File: src/hw/t1ts_cfg.svh
// Offsets, field positions, reset values and framing counts of the
// transmit frame synchronizer. Included by the package and the top module.
`ifndef T1TS_CFG_SVH
`define T1TS_CFG_SVH

// Register indices; byte address is four times the index
`define T1TS_CTRL_IDX 16'h018E
`define T1TS_STS_IDX 16'h0192
`define T1TS_MASK_IDX 16'h01A2
`define T1TS_AUX_IDX 16'h01F0
`define T1TS_PORT_STRIDE 16'h0200
`define T1TS_NPORTS 4

// Control fields
`define T1TS_CTRL_RESYNC 0
`define T1TS_CTRL_INHIBIT 1
`define T1TS_CTRL_ENABLE 2
// Status fields
`define T1TS_STS_LATCHED 0
`define T1TS_STS_ACTIVE 1
// Auxiliary configuration fields
`define T1TS_AUX_MFSEL 0
`define T1TS_AUX_PINDIR 1
`define T1TS_AUX_ESF 2

// Reset values
`define T1TS_CTRL_RST 3'h0
`define T1TS_MASK_RST 1'h0
`define T1TS_AUX_RST 3'h0

// Framing counts
`define T1TS_FRAME_LAST 8'hC0
`define T1TS_D4_LAST 5'h0B
`define T1TS_ESF_LAST 5'h17
`define T1TS_ERR_LIMIT 2'h2
`define T1TS_D4_PATTERN 12'h3B1
`define T1TS_ESF_PATTERN 6'h34

// Bus responses
`define T1TS_RESP_OKAY 2'h0
`define T1TS_RESP_SLVERR 2'h2

`endif

File: src/hw/t1ts_pkg.sv
// Types of the transmit frame synchronizer: states and the state record.
// Assumes the constants header is on the include path.
`include "t1ts_cfg.svh"

package t1ts_pkg;

    // Alignment search states, one-hot
    typedef enum logic [2:0] {
        T1TS_IDLE = 3'b001,
        T1TS_HUNT = 3'b010,
        T1TS_LOCK = 3'b100
    } t1ts_state_t;

    // State of one line port
    typedef struct packed {
        logic [2:0] ctrl;      // Enable, inhibit, resync
        logic latched;         // Sticky loss of frame
        logic mask;            // Interrupt mask
        logic [2:0] aux;       // Esf, pin direction, multiframe select
        t1ts_state_t state;    // Search state
        logic [7:0] bit_cnt;   // Bit within frame
        logic [4:0] frm_cnt;   // Frame within multiframe
        logic [1:0] err_cnt;   // Framing errors this multiframe
        logic [2:0] dat_s;     // Data synchroniser
        logic [2:0] clk_s;     // Bit clock synchroniser
        logic clk_f;           // Filtered bit clock
        logic pulse;           // Sync pin output
        logic pulse_oe;        // Sync pin enable
    } t1ts_port_t;

    // Whole block state
    typedef struct packed {
        t1ts_port_t [`T1TS_NPORTS-1:0] port;
        logic awready;
        logic wready;
        logic bvalid;
        logic [1:0] bresp;
        logic arready;
        logic rvalid;
        logic [31:0] rdata;
        logic [1:0] rresp;
        logic irq;
    } t1ts_top_t;

    // Decoded register address
    typedef struct packed {
        logic hit;
        logic [1:0] port;
        logic [1:0] sel;
    } t1ts_dec_t;

endpackage : t1ts_pkg

File: src/hw/t1ts_sync.sv
// Four-port T1 transmit frame synchronizer with AXI4-Lite registers.
// Assumes a 200 MHz clock, synchronous reset, and per-port serial data
// with its bit clock arriving asynchronously from the backplane.
//
// Operation
// - Locate D4 or ESF boundary when enabled
// - Frame-mode bit picks D4 or ESF pattern
// - Real-time bit high while searching
// - Latched bit set on entering search
// - Masked latched bit drives interrupt
// - Drive recovered frame pulse on pin
// - Multiframe pulse instead when selected
// - Control bit two enables, resets off
// - Control bit one inhibits auto resync
// - Rising resync bit starts new search
// - Per-port registers at port stride
`timescale 1ns/1ps
`default_nettype none
`include "t1ts_cfg.svh"

module t1ts_sync
    import t1ts_pkg::*;
(
    input wire logic clock_i,
    input wire logic rst_i,
    // Backplane serial inputs
    input wire logic [`T1TS_NPORTS-1:0] tx_serial_data_in_i,
    input wire logic [`T1TS_NPORTS-1:0] tx_bit_clk_i,
    // Sync pins
    output logic [`T1TS_NPORTS-1:0] tx_frame_pulse_pin_o,
    output logic [`T1TS_NPORTS-1:0] tx_frame_pulse_pin_oe_o,
    output logic irq_o,
    // AXI4-Lite slave
    input wire logic [15:0] s_axi_awaddr_i,
    input wire logic s_axi_awvalid_i,
    output logic s_axi_awready_o,
    input wire logic [31:0] s_axi_wdata_i,
    input wire logic [3:0] s_axi_wstrb_i,
    input wire logic s_axi_wvalid_i,
    output logic s_axi_wready_o,
    output logic [1:0] s_axi_bresp_o,
    output logic s_axi_bvalid_o,
    input wire logic s_axi_bready_i,
    input wire logic [15:0] s_axi_araddr_i,
    input wire logic s_axi_arvalid_i,
    output logic s_axi_arready_o,
    output logic [31:0] s_axi_rdata_o,
    output logic [1:0] s_axi_rresp_o,
    output logic s_axi_rvalid_o,
    input wire logic s_axi_rready_i
);

    t1ts_top_t state_reg;  // Registered state
    t1ts_top_t state_next; // Next state

    // Map a byte address to port and register
    function automatic t1ts_dec_t decode(input logic [15:0] addr);
        t1ts_dec_t d;
        logic [15:0] base;
        d = '0;
        for (int n = 0; n < `T1TS_NPORTS; n++)
        begin
            base = 16'(n) * `T1TS_PORT_STRIDE;
            if (addr == 16'((`T1TS_CTRL_IDX + base) << 2))
            begin
                d = '{hit: 1'b1, port: 2'(n), sel: 2'h0};
            end
            if (addr == 16'((`T1TS_STS_IDX + base) << 2))
            begin
                d = '{hit: 1'b1, port: 2'(n), sel: 2'h1};
            end
            if (addr == 16'((`T1TS_MASK_IDX + base) << 2))
            begin
                d = '{hit: 1'b1, port: 2'(n), sel: 2'h2};
            end
            if (addr == 16'((`T1TS_AUX_IDX + base) << 2))
            begin
                d = '{hit: 1'b1, port: 2'(n), sel: 2'h3};
            end
        end
        return d;
    endfunction : decode

    // Expected framing bit: {checked, value} for a frame of the multiframe
    function automatic logic [1:0] fpat(input logic esf, input logic [4:0] frm);
        logic [5:0] esf_pat;
        logic [11:0] d4_pat;
        esf_pat = `T1TS_ESF_PATTERN;
        d4_pat = `T1TS_D4_PATTERN;
        if (esf)
        begin
            // Only every fourth frame carries the alignment bit
            fpat = {(frm[1:0] == 2'h3), esf_pat[frm[4:2]]};
        end
        else
        begin
            fpat = {1'b1, d4_pat[frm[3:0]]};
        end
    endfunction : fpat

    // Read value of one register
    function automatic logic [31:0] rd_value(input t1ts_port_t p, input logic [1:0] sel);
        case (sel)
            2'h0: rd_value = {29'h0, p.ctrl};
            2'h1: rd_value = {30'h0, (p.state == T1TS_HUNT), p.latched};
            2'h2: rd_value = {31'h0, p.mask};
            default: rd_value = {29'h0, p.aux};
        endcase
    endfunction : rd_value

    // Next-state logic for framing, registers and bus
    always_comb
    begin
        t1ts_dec_t wdec;
        t1ts_dec_t rdec;
        t1ts_port_t p;
        logic stb;
        logic fbit;
        logic [1:0] exp_f;
        logic [4:0] last_frm;
        logic wr_go;
        logic irq_any;
        wdec = decode(s_axi_awaddr_i);
        rdec = decode(s_axi_araddr_i);
        p = '0;
        stb = 1'b0;
        fbit = 1'b0;
        exp_f = 2'h0;
        last_frm = 5'h0;
        irq_any = 1'b0;
        state_next = state_reg;
        // Write taken when address and data arrive together
        wr_go = state_reg.awready & s_axi_awvalid_i & s_axi_wvalid_i;

        for (int n = 0; n < `T1TS_NPORTS; n++)
        begin
            p = state_reg.port[n];
            // Three-stage synchronisers; the bit clock's second and third stages must agree
            p.dat_s = {p.dat_s[1:0], tx_serial_data_in_i[n]};
            p.clk_s = {p.clk_s[1:0], tx_bit_clk_i[n]};
            stb = 1'b0;
            if (state_reg.port[n].clk_s[2] == state_reg.port[n].clk_s[1])
            begin
                stb = state_reg.port[n].clk_s[2] & ~state_reg.port[n].clk_f;
                p.clk_f = state_reg.port[n].clk_s[2];
            end
            fbit = state_reg.port[n].dat_s[2];
            exp_f = fpat(p.aux[`T1TS_AUX_ESF], p.frm_cnt);
            last_frm = p.aux[`T1TS_AUX_ESF] ? `T1TS_ESF_LAST : `T1TS_D4_LAST;
            p.pulse = 1'b0;
            p.pulse_oe = p.aux[`T1TS_AUX_PINDIR];

            if (!p.ctrl[`T1TS_CTRL_ENABLE])
            begin
                // Disabled: idle, counters cleared
                p.state = T1TS_IDLE;
                p.bit_cnt = 8'h0;
                p.frm_cnt = 5'h0;
                p.err_cnt = 2'h0;
            end
            else if (stb)
            begin
                case (p.state)
                    T1TS_IDLE:
                    begin
                        // Enabled: start hunting at the next bit
                        p.state = T1TS_HUNT;
                    end
                    T1TS_HUNT:
                    begin
                        if (p.bit_cnt == 8'h0)
                        begin
                            if (exp_f[1] && fbit != exp_f[0])
                            begin
                                // Mismatch: slip one bit, restart multiframe
                                p.frm_cnt = 5'h0;
                            end
                            else
                            begin
                                p.bit_cnt = 8'h1;
                                if (p.frm_cnt == last_frm)
                                begin
                                    // Whole multiframe matched
                                    p.state = T1TS_LOCK;
                                    p.frm_cnt = 5'h0;
                                    p.err_cnt = 2'h0;
                                end
                                else
                                begin
                                    p.frm_cnt = p.frm_cnt + 5'h1;
                                end
                            end
                        end
                        else
                        begin
                            p.bit_cnt = (p.bit_cnt == `T1TS_FRAME_LAST) ? 8'h0 : p.bit_cnt + 8'h1;
                        end
                    end
                    T1TS_LOCK:
                    begin
                        if (p.bit_cnt == 8'h0)
                        begin
                            // Frame or multiframe pulse on the pin
                            p.pulse = ~p.aux[`T1TS_AUX_MFSEL] | (p.frm_cnt == 5'h0);
                            if (exp_f[1] && fbit != exp_f[0])
                            begin
                                p.err_cnt = p.err_cnt + 2'h1;
                            end
                            if (p.err_cnt == `T1TS_ERR_LIMIT && !p.ctrl[`T1TS_CTRL_INHIBIT])
                            begin
                                // Frame lost: automatic resync
                                p.state = T1TS_HUNT;
                                p.frm_cnt = 5'h0;
                                p.err_cnt = 2'h0;
                            end
                            else if (p.frm_cnt == last_frm)
                            begin
                                p.frm_cnt = 5'h0;
                                p.err_cnt = 2'h0;
                                p.bit_cnt = 8'h1;
                            end
                            else
                            begin
                                p.frm_cnt = p.frm_cnt + 5'h1;
                                p.bit_cnt = 8'h1;
                            end
                        end
                        else
                        begin
                            p.bit_cnt = (p.bit_cnt == `T1TS_FRAME_LAST) ? 8'h0 : p.bit_cnt + 8'h1;
                        end
                    end
                    default:
                    begin
                        p.state = T1TS_IDLE;
                    end
                endcase
            end

            // Register writes to this port
            if (wr_go && wdec.hit && wdec.port == 2'(n) && s_axi_wstrb_i[0])
            begin
                case (wdec.sel)
                    2'h0:
                    begin
                        // Rising resync bit restarts the search
                        if (!p.ctrl[`T1TS_CTRL_RESYNC] && s_axi_wdata_i[`T1TS_CTRL_RESYNC]
                            && s_axi_wdata_i[`T1TS_CTRL_ENABLE])
                        begin
                            p.state = T1TS_HUNT;
                            p.bit_cnt = 8'h0;
                            p.frm_cnt = 5'h0;
                            p.err_cnt = 2'h0;
                        end
                        p.ctrl = s_axi_wdata_i[2:0];
                    end
                    2'h1:
                    begin
                        // Write one to clear
                        if (s_axi_wdata_i[`T1TS_STS_LATCHED])
                        begin
                            p.latched = 1'b0;
                        end
                    end
                    2'h2:
                    begin
                        p.mask = s_axi_wdata_i[0];
                    end
                    default:
                    begin
                        p.aux = s_axi_wdata_i[2:0];
                    end
                endcase
            end

            // Entering a search sets the sticky flag; set beats clear
            if (p.state == T1TS_HUNT && state_reg.port[n].state != T1TS_HUNT)
            begin
                p.latched = 1'b1;
            end
            irq_any = irq_any | (p.latched & p.mask);
            state_next.port[n] = p;
        end
        state_next.irq = irq_any;

        // Write channel: one-cycle ready when both offered, then response
        state_next.awready = 1'b0;
        state_next.wready = 1'b0;
        if (state_reg.bvalid && s_axi_bready_i)
        begin
            state_next.bvalid = 1'b0;
        end
        if (wr_go)
        begin
            state_next.bvalid = 1'b1;
            state_next.bresp = wdec.hit ? `T1TS_RESP_OKAY : `T1TS_RESP_SLVERR;
        end
        else if (!state_reg.awready && !state_reg.bvalid && s_axi_awvalid_i && s_axi_wvalid_i)
        begin
            state_next.awready = 1'b1;
            state_next.wready = 1'b1;
        end

        // Read channel: one-cycle ready, then data
        state_next.arready = 1'b0;
        if (state_reg.rvalid && s_axi_rready_i)
        begin
            state_next.rvalid = 1'b0;
        end
        if (state_reg.arready && s_axi_arvalid_i)
        begin
            state_next.rvalid = 1'b1;
            state_next.rdata = rdec.hit ? rd_value(state_reg.port[rdec.port], rdec.sel) : 32'h0;
            state_next.rresp = rdec.hit ? `T1TS_RESP_OKAY : `T1TS_RESP_SLVERR;
        end
        else if (!state_reg.arready && !state_reg.rvalid && s_axi_arvalid_i)
        begin
            state_next.arready = 1'b1;
        end
    end

    // State register with synchronous reset
    always_ff @(posedge clock_i)
    begin
        if (rst_i)
        begin
            state_reg <= '0;
            for (int n = 0; n < `T1TS_NPORTS; n++)
            begin
                state_reg.port[n].ctrl <= `T1TS_CTRL_RST;
                state_reg.port[n].mask <= `T1TS_MASK_RST;
                state_reg.port[n].aux <= `T1TS_AUX_RST;
                state_reg.port[n].state <= T1TS_IDLE;
            end
        end
        else
        begin
            state_reg <= state_next;
        end
    end

    // Outputs straight from the state flops
    always_comb
    begin
        for (int n = 0; n < `T1TS_NPORTS; n++)
        begin
            tx_frame_pulse_pin_o[n] = state_reg.port[n].pulse;
            tx_frame_pulse_pin_oe_o[n] = state_reg.port[n].pulse_oe;
        end
        irq_o = state_reg.irq;
        s_axi_awready_o = state_reg.awready;
        s_axi_wready_o = state_reg.wready;
        s_axi_bvalid_o = state_reg.bvalid;
        s_axi_bresp_o = state_reg.bresp;
        s_axi_arready_o = state_reg.arready;
        s_axi_rvalid_o = state_reg.rvalid;
        s_axi_rdata_o = state_reg.rdata;
        s_axi_rresp_o = state_reg.rresp;
    end

endmodule : t1ts_sync

`default_nettype wire

File: config.mk
export PLATFORM = sky130hd
export DESIGN_NAME = t1ts_sync
export DESIGN_NICKNAME = d
export VERILOG_FILES = /design/src/hw/t1ts_pkg.sv /design/src/hw/t1ts_sync.sv
export VERILOG_INCLUDE_DIRS = /design/src /design/src/hw
export SDC_FILE = /design/constraint.sdc
export NUM_CORES = 1
export LEC_CHECK = 0
export ABC_AREA = 1
export BUFFER_PORTS_ARGS = -buffer_cell sky130_fd_sc_hd__buf_2
export CAP_MARGIN = 15
export CORE_AREA = 2 2 123 173
export CTS_BUF_LIST = sky130_fd_sc_hd__clkbuf_8
export DETAILED_ROUTE_END_ITERATION = 10
export DIE_AREA = 0 0 125 175
export PLACE_DENSITY_LB_ADDON = 0.05
export RECOVER_POWER = 100
export SLEW_MARGIN = 10
export SYNTH_ARGS = -nofsm -noshare
export SYNTH_HDL_FRONTEND = slang
export SYNTH_SLANG_ARGS = --single-unit
File: constraint.sdc
create_clock -name clock_i -period 2.15 [get_ports clock_i]
set_input_delay 0 -clock clock_i [delete_from_list [all_inputs] [get_ports clock_i]]
set_output_delay 0 -clock clock_i [all_outputs]
set_load 0.005 [all_outputs]
# [Word-level counts from Yosys, hierarchy flattened]
# Memory sizes are Yosys's and may differ from the RTL's. A register that Yosys moved wholly into a read port is not among the register bits.
# Cells that the tools add are included.
[totals] ff_bits=182 romBits=96 input_bits=83 out_inout_bits=50 wordCells=505 n_memories=8
[mem_list] name="(no name shown)" depth=16 word_bits=1 rd=1 rd_clocked_by_memory_dff=1 write_ports=0 line="t1ts_sync.sv:97" rtl="fpat = {1'b1, d4_pat[frm[3:0]]};"
[mem_list] name="(no name shown)" depth=16 word_bits=1 rd=1 rd_clocked_by_memory_dff=1 write_ports=0 line="t1ts_sync.sv:97"
[mem_list] name="(no name shown)" depth=16 word_bits=1 rd=1 rd_clocked_by_memory_dff=1 write_ports=0 line="t1ts_sync.sv:97"
[mem_list] name="(no name shown)" depth=16 word_bits=1 rd=1 rd_clocked_by_memory_dff=1 write_ports=0 line="t1ts_sync.sv:97"
[mem_list] name="(no name shown)" depth=8 word_bits=1 rd=1 rd_clocked_by_memory_dff=1 write_ports=0 line="t1ts_sync.sv:93" rtl="fpat = {(frm[1:0] == 2'h3), esf_pat[frm[4:2]]};"
[mem_list] name="(no name shown)" depth=8 word_bits=1 rd=1 rd_clocked_by_memory_dff=1 write_ports=0 line="t1ts_sync.sv:93"
[mem_list] name="2 more memories"
[op_classes] add_sub_neg=12 magnitude_cmp=9 eq_ne=84 mux=212 bitwise=42 n_reduce_logical=77
[op_table] operator="2-to-1 mux 18 bit" n=16
[op_table] operator="== test 16 x 13 -> 1 bit, second input constant" n=16
[op_table] operator="2-to-1 mux 5 bit" n=48
[op_table] operator="== test 16 x 11 -> 1 bit, second input constant" n=8
[op_table] operator="== test 16 x 12 -> 1 bit, second input constant" n=8
[op_table] operator="2-to-1 mux 8 bit" n=16
[op_table] operator="one-hot mux 15 bit (2 select lines)" n=4
[op_table] operator="2-to-1 mux 23 bit" n=4
[op_table] operator="2-to-1 mux 7 bit" n=12
[op_table] operator="2-to-1 mux 2 bit" n=39
[op_table] operator="2-to-1 mux 3 bit" n=25
[op_table] operator="binary-select mux 35 bit (select 2 bit)" n=1
[op_table] operator="2-to-1 mux 35 bit" n=2
[op_table] operator="one-hot mux 3 bit (3 select lines)" n=5
[op_table] operator="2-to-1 mux 11 bit" n=4
[op_table] operator="logical AND 1 bit" n=37
[op_table] operator="adder 8 x 1 -> 8 bit, second input constant" n=4
[op_table] operator="== test 8 bit, second input constant" n=4
[op_table] operator="zero test 8 bit" n=4
[op_table] operator="2-to-1 mux 32 bit" n=1
[op_table] operator="2-to-1 mux 1 bit" n=31
[op_table] operator="== test 3 x 2 -> 1 bit, second input constant" n=9
[op_table] operator="NOT 1 bit" n=25
[op_table] operator="== test 2 bit, second input constant" n=12
[op_table] operator="other kinds (23)" n=101

# [Longest topological paths before layout]
[logic_depth] word_depth=28 ltp_mapped=21 mapped_depth_nobuf=21

# [Worst setup path before layout]
# No wires, ideal clock.
[synth_timing] path_type="register to register" start="register state_reg[158] in the netlist's numbering" end="register state_reg (netlist bit irq_o)" setup_ps=109 arrival_time_ps=1885 required_ps=2041 slack_ps=156 stages_incl_launch_ff=15 path_buffers=0 period_less_slack_ps=1994 cell_sequence="dfxtp_1 ha_1 inv_1 nor4_1 inv_1 o21ai_0 nand3_1 nand2_1 o21ai_0 nand3_1 nand2_1 nand2_1 nand3_1 nand2_1 inv_1"
[synth_between] elab_chain_len=23 word_cells_on_any_way=27 classes_between="4 x eq/ne; 18 x mux; 2 x bitwise; 3 x reduce/logical"
[synth_rtl] item="start: declaration" line="t1ts_sync.sv:53" rtl="t1ts_top_t state_reg;"
[synth_rtl] item="start signal: assignment" line="t1ts_sync.sv:338" rtl="state_reg <= state_next;"
[synth_rtl] item="== test 2 bit" line="t1ts_sync.sv:93"
[synth_rtl] item="2-to-1 mux 2 bit" line="t1ts_sync.sv:90" rtl="if (esf)"
[synth_rtl] item="logical AND 1 bit" line="t1ts_sync.sv:173, t1ts_sync.sv:205"
[synth_rtl] item="2-to-1 mux 2 bit" line="t1ts_sync.sv:205" rtl="if (exp_f[1] && fbit != exp_f[0])"
[synth_rtl] item="2-to-1 mux 2 bit" line="t1ts_sync.sv:201" rtl="if (p.bit_cnt == 8'h0)"
[synth_rtl] item="2-to-1 mux 2 bit" line="t1ts_sync.sv:163" rtl="case (p.state)"
[synth_rtl] item="2-to-1 mux 2 bit" line="t1ts_sync.sv:161" rtl="else if (stb)"
[synth_rtl] item="2-to-1 mux 2 bit" line="t1ts_sync.sv:153" rtl="if (!p.ctrl[`T1TS_CTRL_ENABLE])"
[synth_rtl] item="[... 7 more ...]"
[synth_rtl] item="2-to-1 mux 18 bit" line="t1ts_sync.sv:247" rtl="if (!p.ctrl[`T1TS_CTRL_RESYNC] && s_axi_wdata_i[`T1TS_CTRL_RESYNC]"
[synth_rtl] item="2-to-1 mux 18 bit" line="t1ts_sync.sv:243" rtl="case (wdec.sel)"
[synth_rtl] item="2-to-1 mux 23 bit *" line="t1ts_sync.sv:241" rtl="if (wr_go && wdec.hit && wdec.port == 2'(n) && s_axi_wstrb_i[0])"
[synth_rtl] item="== test 3 x 2 -> 1 bit *" line="t1ts_sync.sv:277" rtl="if (p.state == T1TS_HUNT && state_reg.port[n].state != T1TS_HUNT)"
[synth_rtl] item="logical AND 1 bit *" line="t1ts_sync.sv:277"
[synth_rtl] item="2-to-1 mux 1 bit *" line="t1ts_sync.sv:277"
[synth_rtl] item="bitwise AND 1 bit *" line="t1ts_sync.sv:281" rtl="irq_any = irq_any | (p.latched & p.mask);"
[synth_rtl] item="bitwise OR 1 bit *" line="t1ts_sync.sv:281"
# Mark *: on every way between the ends. The rest lies on a longest branch, timed or not. The select of a mux whose other input is x is not followed.
# A chain may end at the register's enable or synchronous reset.

==> metrics.md <==
| Metric | Value |
|---|---|
| Worst-margin pin slew | 1.05 ns |
| Largest register FFs | 112 |
| Area growth syn-to-layout | 22.2% |
| F_max | 476 MHz |
| Share of cells above drive strength 1 | 22.0% |
| Total power | 5.56 mW |
| Die H | 175 um |
| Slew Limit Headroom | 30.0% |
| Peak VDD IR | 0.000335 V |
| CTS Buffer Depth | 2 |
| Die extent in x | 125 um |
| CP max-delay cell | dfxtp_1 |
| Largest net degree at the start of global routing | 26 |
| R2R cell count | 15 |
| Post-DP HPWL | 21.1 mm |
| GR Util All Layers | 24.1% |
| Routability cong. | 0.919 |
| H-tree levels | 4 |
| Reg2Reg Setup Slack | 0.05 ns |
| Worst setup EP type | register |
| Pre-CTS setup slack | -0.0831 ns |
| Crit path DAT | 2.51 ns |
| Clock sink count | 158 |
| Post-Syn Area | 10000 sq um |
| Total number of vias | 10.3k |
| Ys flop type | dfxtp_1 |
| Max Cap Viol | 0 |
| Clock Latency Late Sink | 0.48 ns |
| Yosys warns | 0 |
| Ant. Diodes | 0 |
| Initial detailed-routing violation count | 647 |
| Critical path's largest stage delay | 0.32 ns |
| PD cells | 455 nW/um^2 |
| Vias in the first global route | 9670 |
| DRC | 0 |
| Core Area | 20300 sq um |
| Post-synth EDFFs | 0 |
| Pleak | 5.41 nW |
| Leading cell type in the layout, fill and taps excluded | nand2_1 |
| First-pass DRT Iterations | 6 |
| CTS tree | yes |
| Post-synth ARST share | 0% |
| Die area | 21900 sq um |
| # rows | 62 |
| Dpl cell area | 11200 sq um |
| Clock skew | 0.0180 ns |
| Total congestion overflow | 0 |
| Final Core Density | 60.1% |
| Vias/cell | 5.17 |
| Synth Register Bits | 158 |
| Fin crit share | 97.7% |
| DRT antenna net count | 0 |
| Placed insts | 1934 |
| Commonest cells after routing, fill and taps aside | nand2_1, inv_1, nor2_1 |
| I/O Buffers | 69 |
| Fin Setup TNS | 0 ns |
| Final setup margin | 0.0491 ns |
| Hold Path Stages | 5 |
| RR Startpoint | state_reg[94]$_SDFF_PP0_ |
| First-pass GRT wire length | 43.9 mm |
| Sequential share of the synthesized area | 31.6% |
| Critical path class | reg2reg |
| Slew Limit Fails | 0 |
| Ports | 133 |
| Nets@finish | 1829 |
| Startpoint types | register |
| Mapped Cells | 1532 |
| Cts bufs inserted | 17 |
| Clock-pin slew on the worst setup and hold paths | 0.10 ns |
| RSZ-0062 raised after global routing | yes |
| WL per Instance | 13.4 um |
| Min cycle time layout | 2.10 ns |
| Fin area | 12200 sq um |
| Endpoints failing setup | 0 |
| Hold Path End | s_axi_awready_o$_SDFF_PP0_ |
| Outcome | finished clean |
| Crit Path Max Fanout | 7 |
| Hold Path Class | in2reg |
| Initial Util | 49.2% |
| Final Hold Slack | 0.0535 ns |
| Avg Inst Size Synth | 6.53 sq um |
| Initial antenna violation count | 0 |
| Final Hold Viols | 0 |
| Hold Path Origin | s_axi_awvalid_i |
| Req. time, crit path | 2.56 ns |
| Final wirelength | 26.8 mm |
| Non-filler cells, final | 1999 |
| Clock Tree Root | clkbuf_8 |
| Synth cell types | 57 |
| CP Cell Sequence | inv_1 -> ha_1 -> nand2_1 -> nor2_4 -> clkinv_1 -> clkbuf_1 -> nor2_1 -> inv_1 -> nor2_1 -> nand3b_1 -> o22ai_1 -> nand2_1 -> inv_1 -> nand2_1 -> o21ai_1 |
[report_power, final]
group	switching, mW	internal [mW]	total, mW
sequential	0.0112	2.94	2.95
combinational	0.173	0.112	0.284
clock	1.26	1.07	2.33
[worst max path at each step]
stage                                    from  slack [ns]  cells past startpoint               end
global placement     state_reg[59]$_SDFF_PP0_       -0.05                     19  irq_o$_SDFF_PP0_
detailed placement  state_reg[124]$_SDFF_PP0_       -0.08                     18  irq_o$_SDFF_PP0_
floorplan           state_reg[158]$_SDFF_PP0_        0.16                     14  irq_o$_SDFF_PP0_
global route         state_reg[94]$_SDFF_PP0_       -0.19                     20  irq_o$_SDFF_PP0_
CTS                  state_reg[88]$_SDFF_PP0_       0.008                     17          register
finish               state_reg[94]$_SDFF_PP0_        0.05                     15          register
[worst max-delay path: cells and delay by family (launching register included)]
| family | cells | cell delay [ns] |
|---|---|---|
| buffers and inverters | 5 | 0.61 |
| adders and majority gates | 1 | 0.15 |
| and+or+nand+nor | 7 | 0.78 |
| AOI/OAI and AO/OA | 2 | 0.20 |
| DFF | 1 | 0.32 |
[synthesized netlist by cell type (7+ instances only)]
library cell	n	area share, %
nor2_4	12	1.4
buf_4	47	3.5
nand2_1	293	11
ha_1	16	2.0
nor2_1	204	7.7
nand3_2	10	1.0
nand4_1	26	1.6
nor3_1	32	1.6
dfxtp_1	158	32
a22oi_1	12	0.90
inv_1	228	8.6
nand2_2	18	1.1
clkbuf_1	12	0.45
a21oi_1	91	4.6
a32oi_1	7	0.61
a211oi_1	7	0.53
o21ai_1	15	0.75
nor2_2	15	0.94
o22ai_1	11	0.69
xor2_1	16	1.4
o21ai_0	105	5.3
inv_2	17	0.64
nand3_1	94	4.7
[cells by family after synthesis]
| logic type | share of synthesized area (%) |
|---|---|
| AOI/OAI and AO/OA | 16.1 |
| buffers and inverters | 13.7 |
| and+or+nand+nor | 34.6 |
| other | 0.0375 |
| adders and majority gates | 2.00 |
| xor gates and xnor gates | 1.93 |
| DFF | 31.6 |
[repair_timing]
item	in CTS	in global routing
pin swaps	3	34
setup endpoints to repair	3	27
gates resized for setup	12	94
setup buffers	1	13
hold buffers	19	0
endpoints found under the hold margin	40	0
[cell type report]
type	count	area [sq um]
clock buffer	17	234
fill	2069	8110
tap	256	320
multi-input combinational	1089	5860
clock inverter	15	178
sequential	158	3190
timing repair buffer	218	1500
inverter	246	926
[routing by layer]
layer / track usage (%) / wire (um) / vias to the layer above
met5: 0 / 0 / -
met2: 46.7 / 14500 / 177
met3: 3.25 / 611 / 43
met1: 26.4 / 11100 / 4807
met4: 8.61 / 658 / 0
li1: - / - / 5311
No activity file was read; power rests on OpenSTA's default activity.
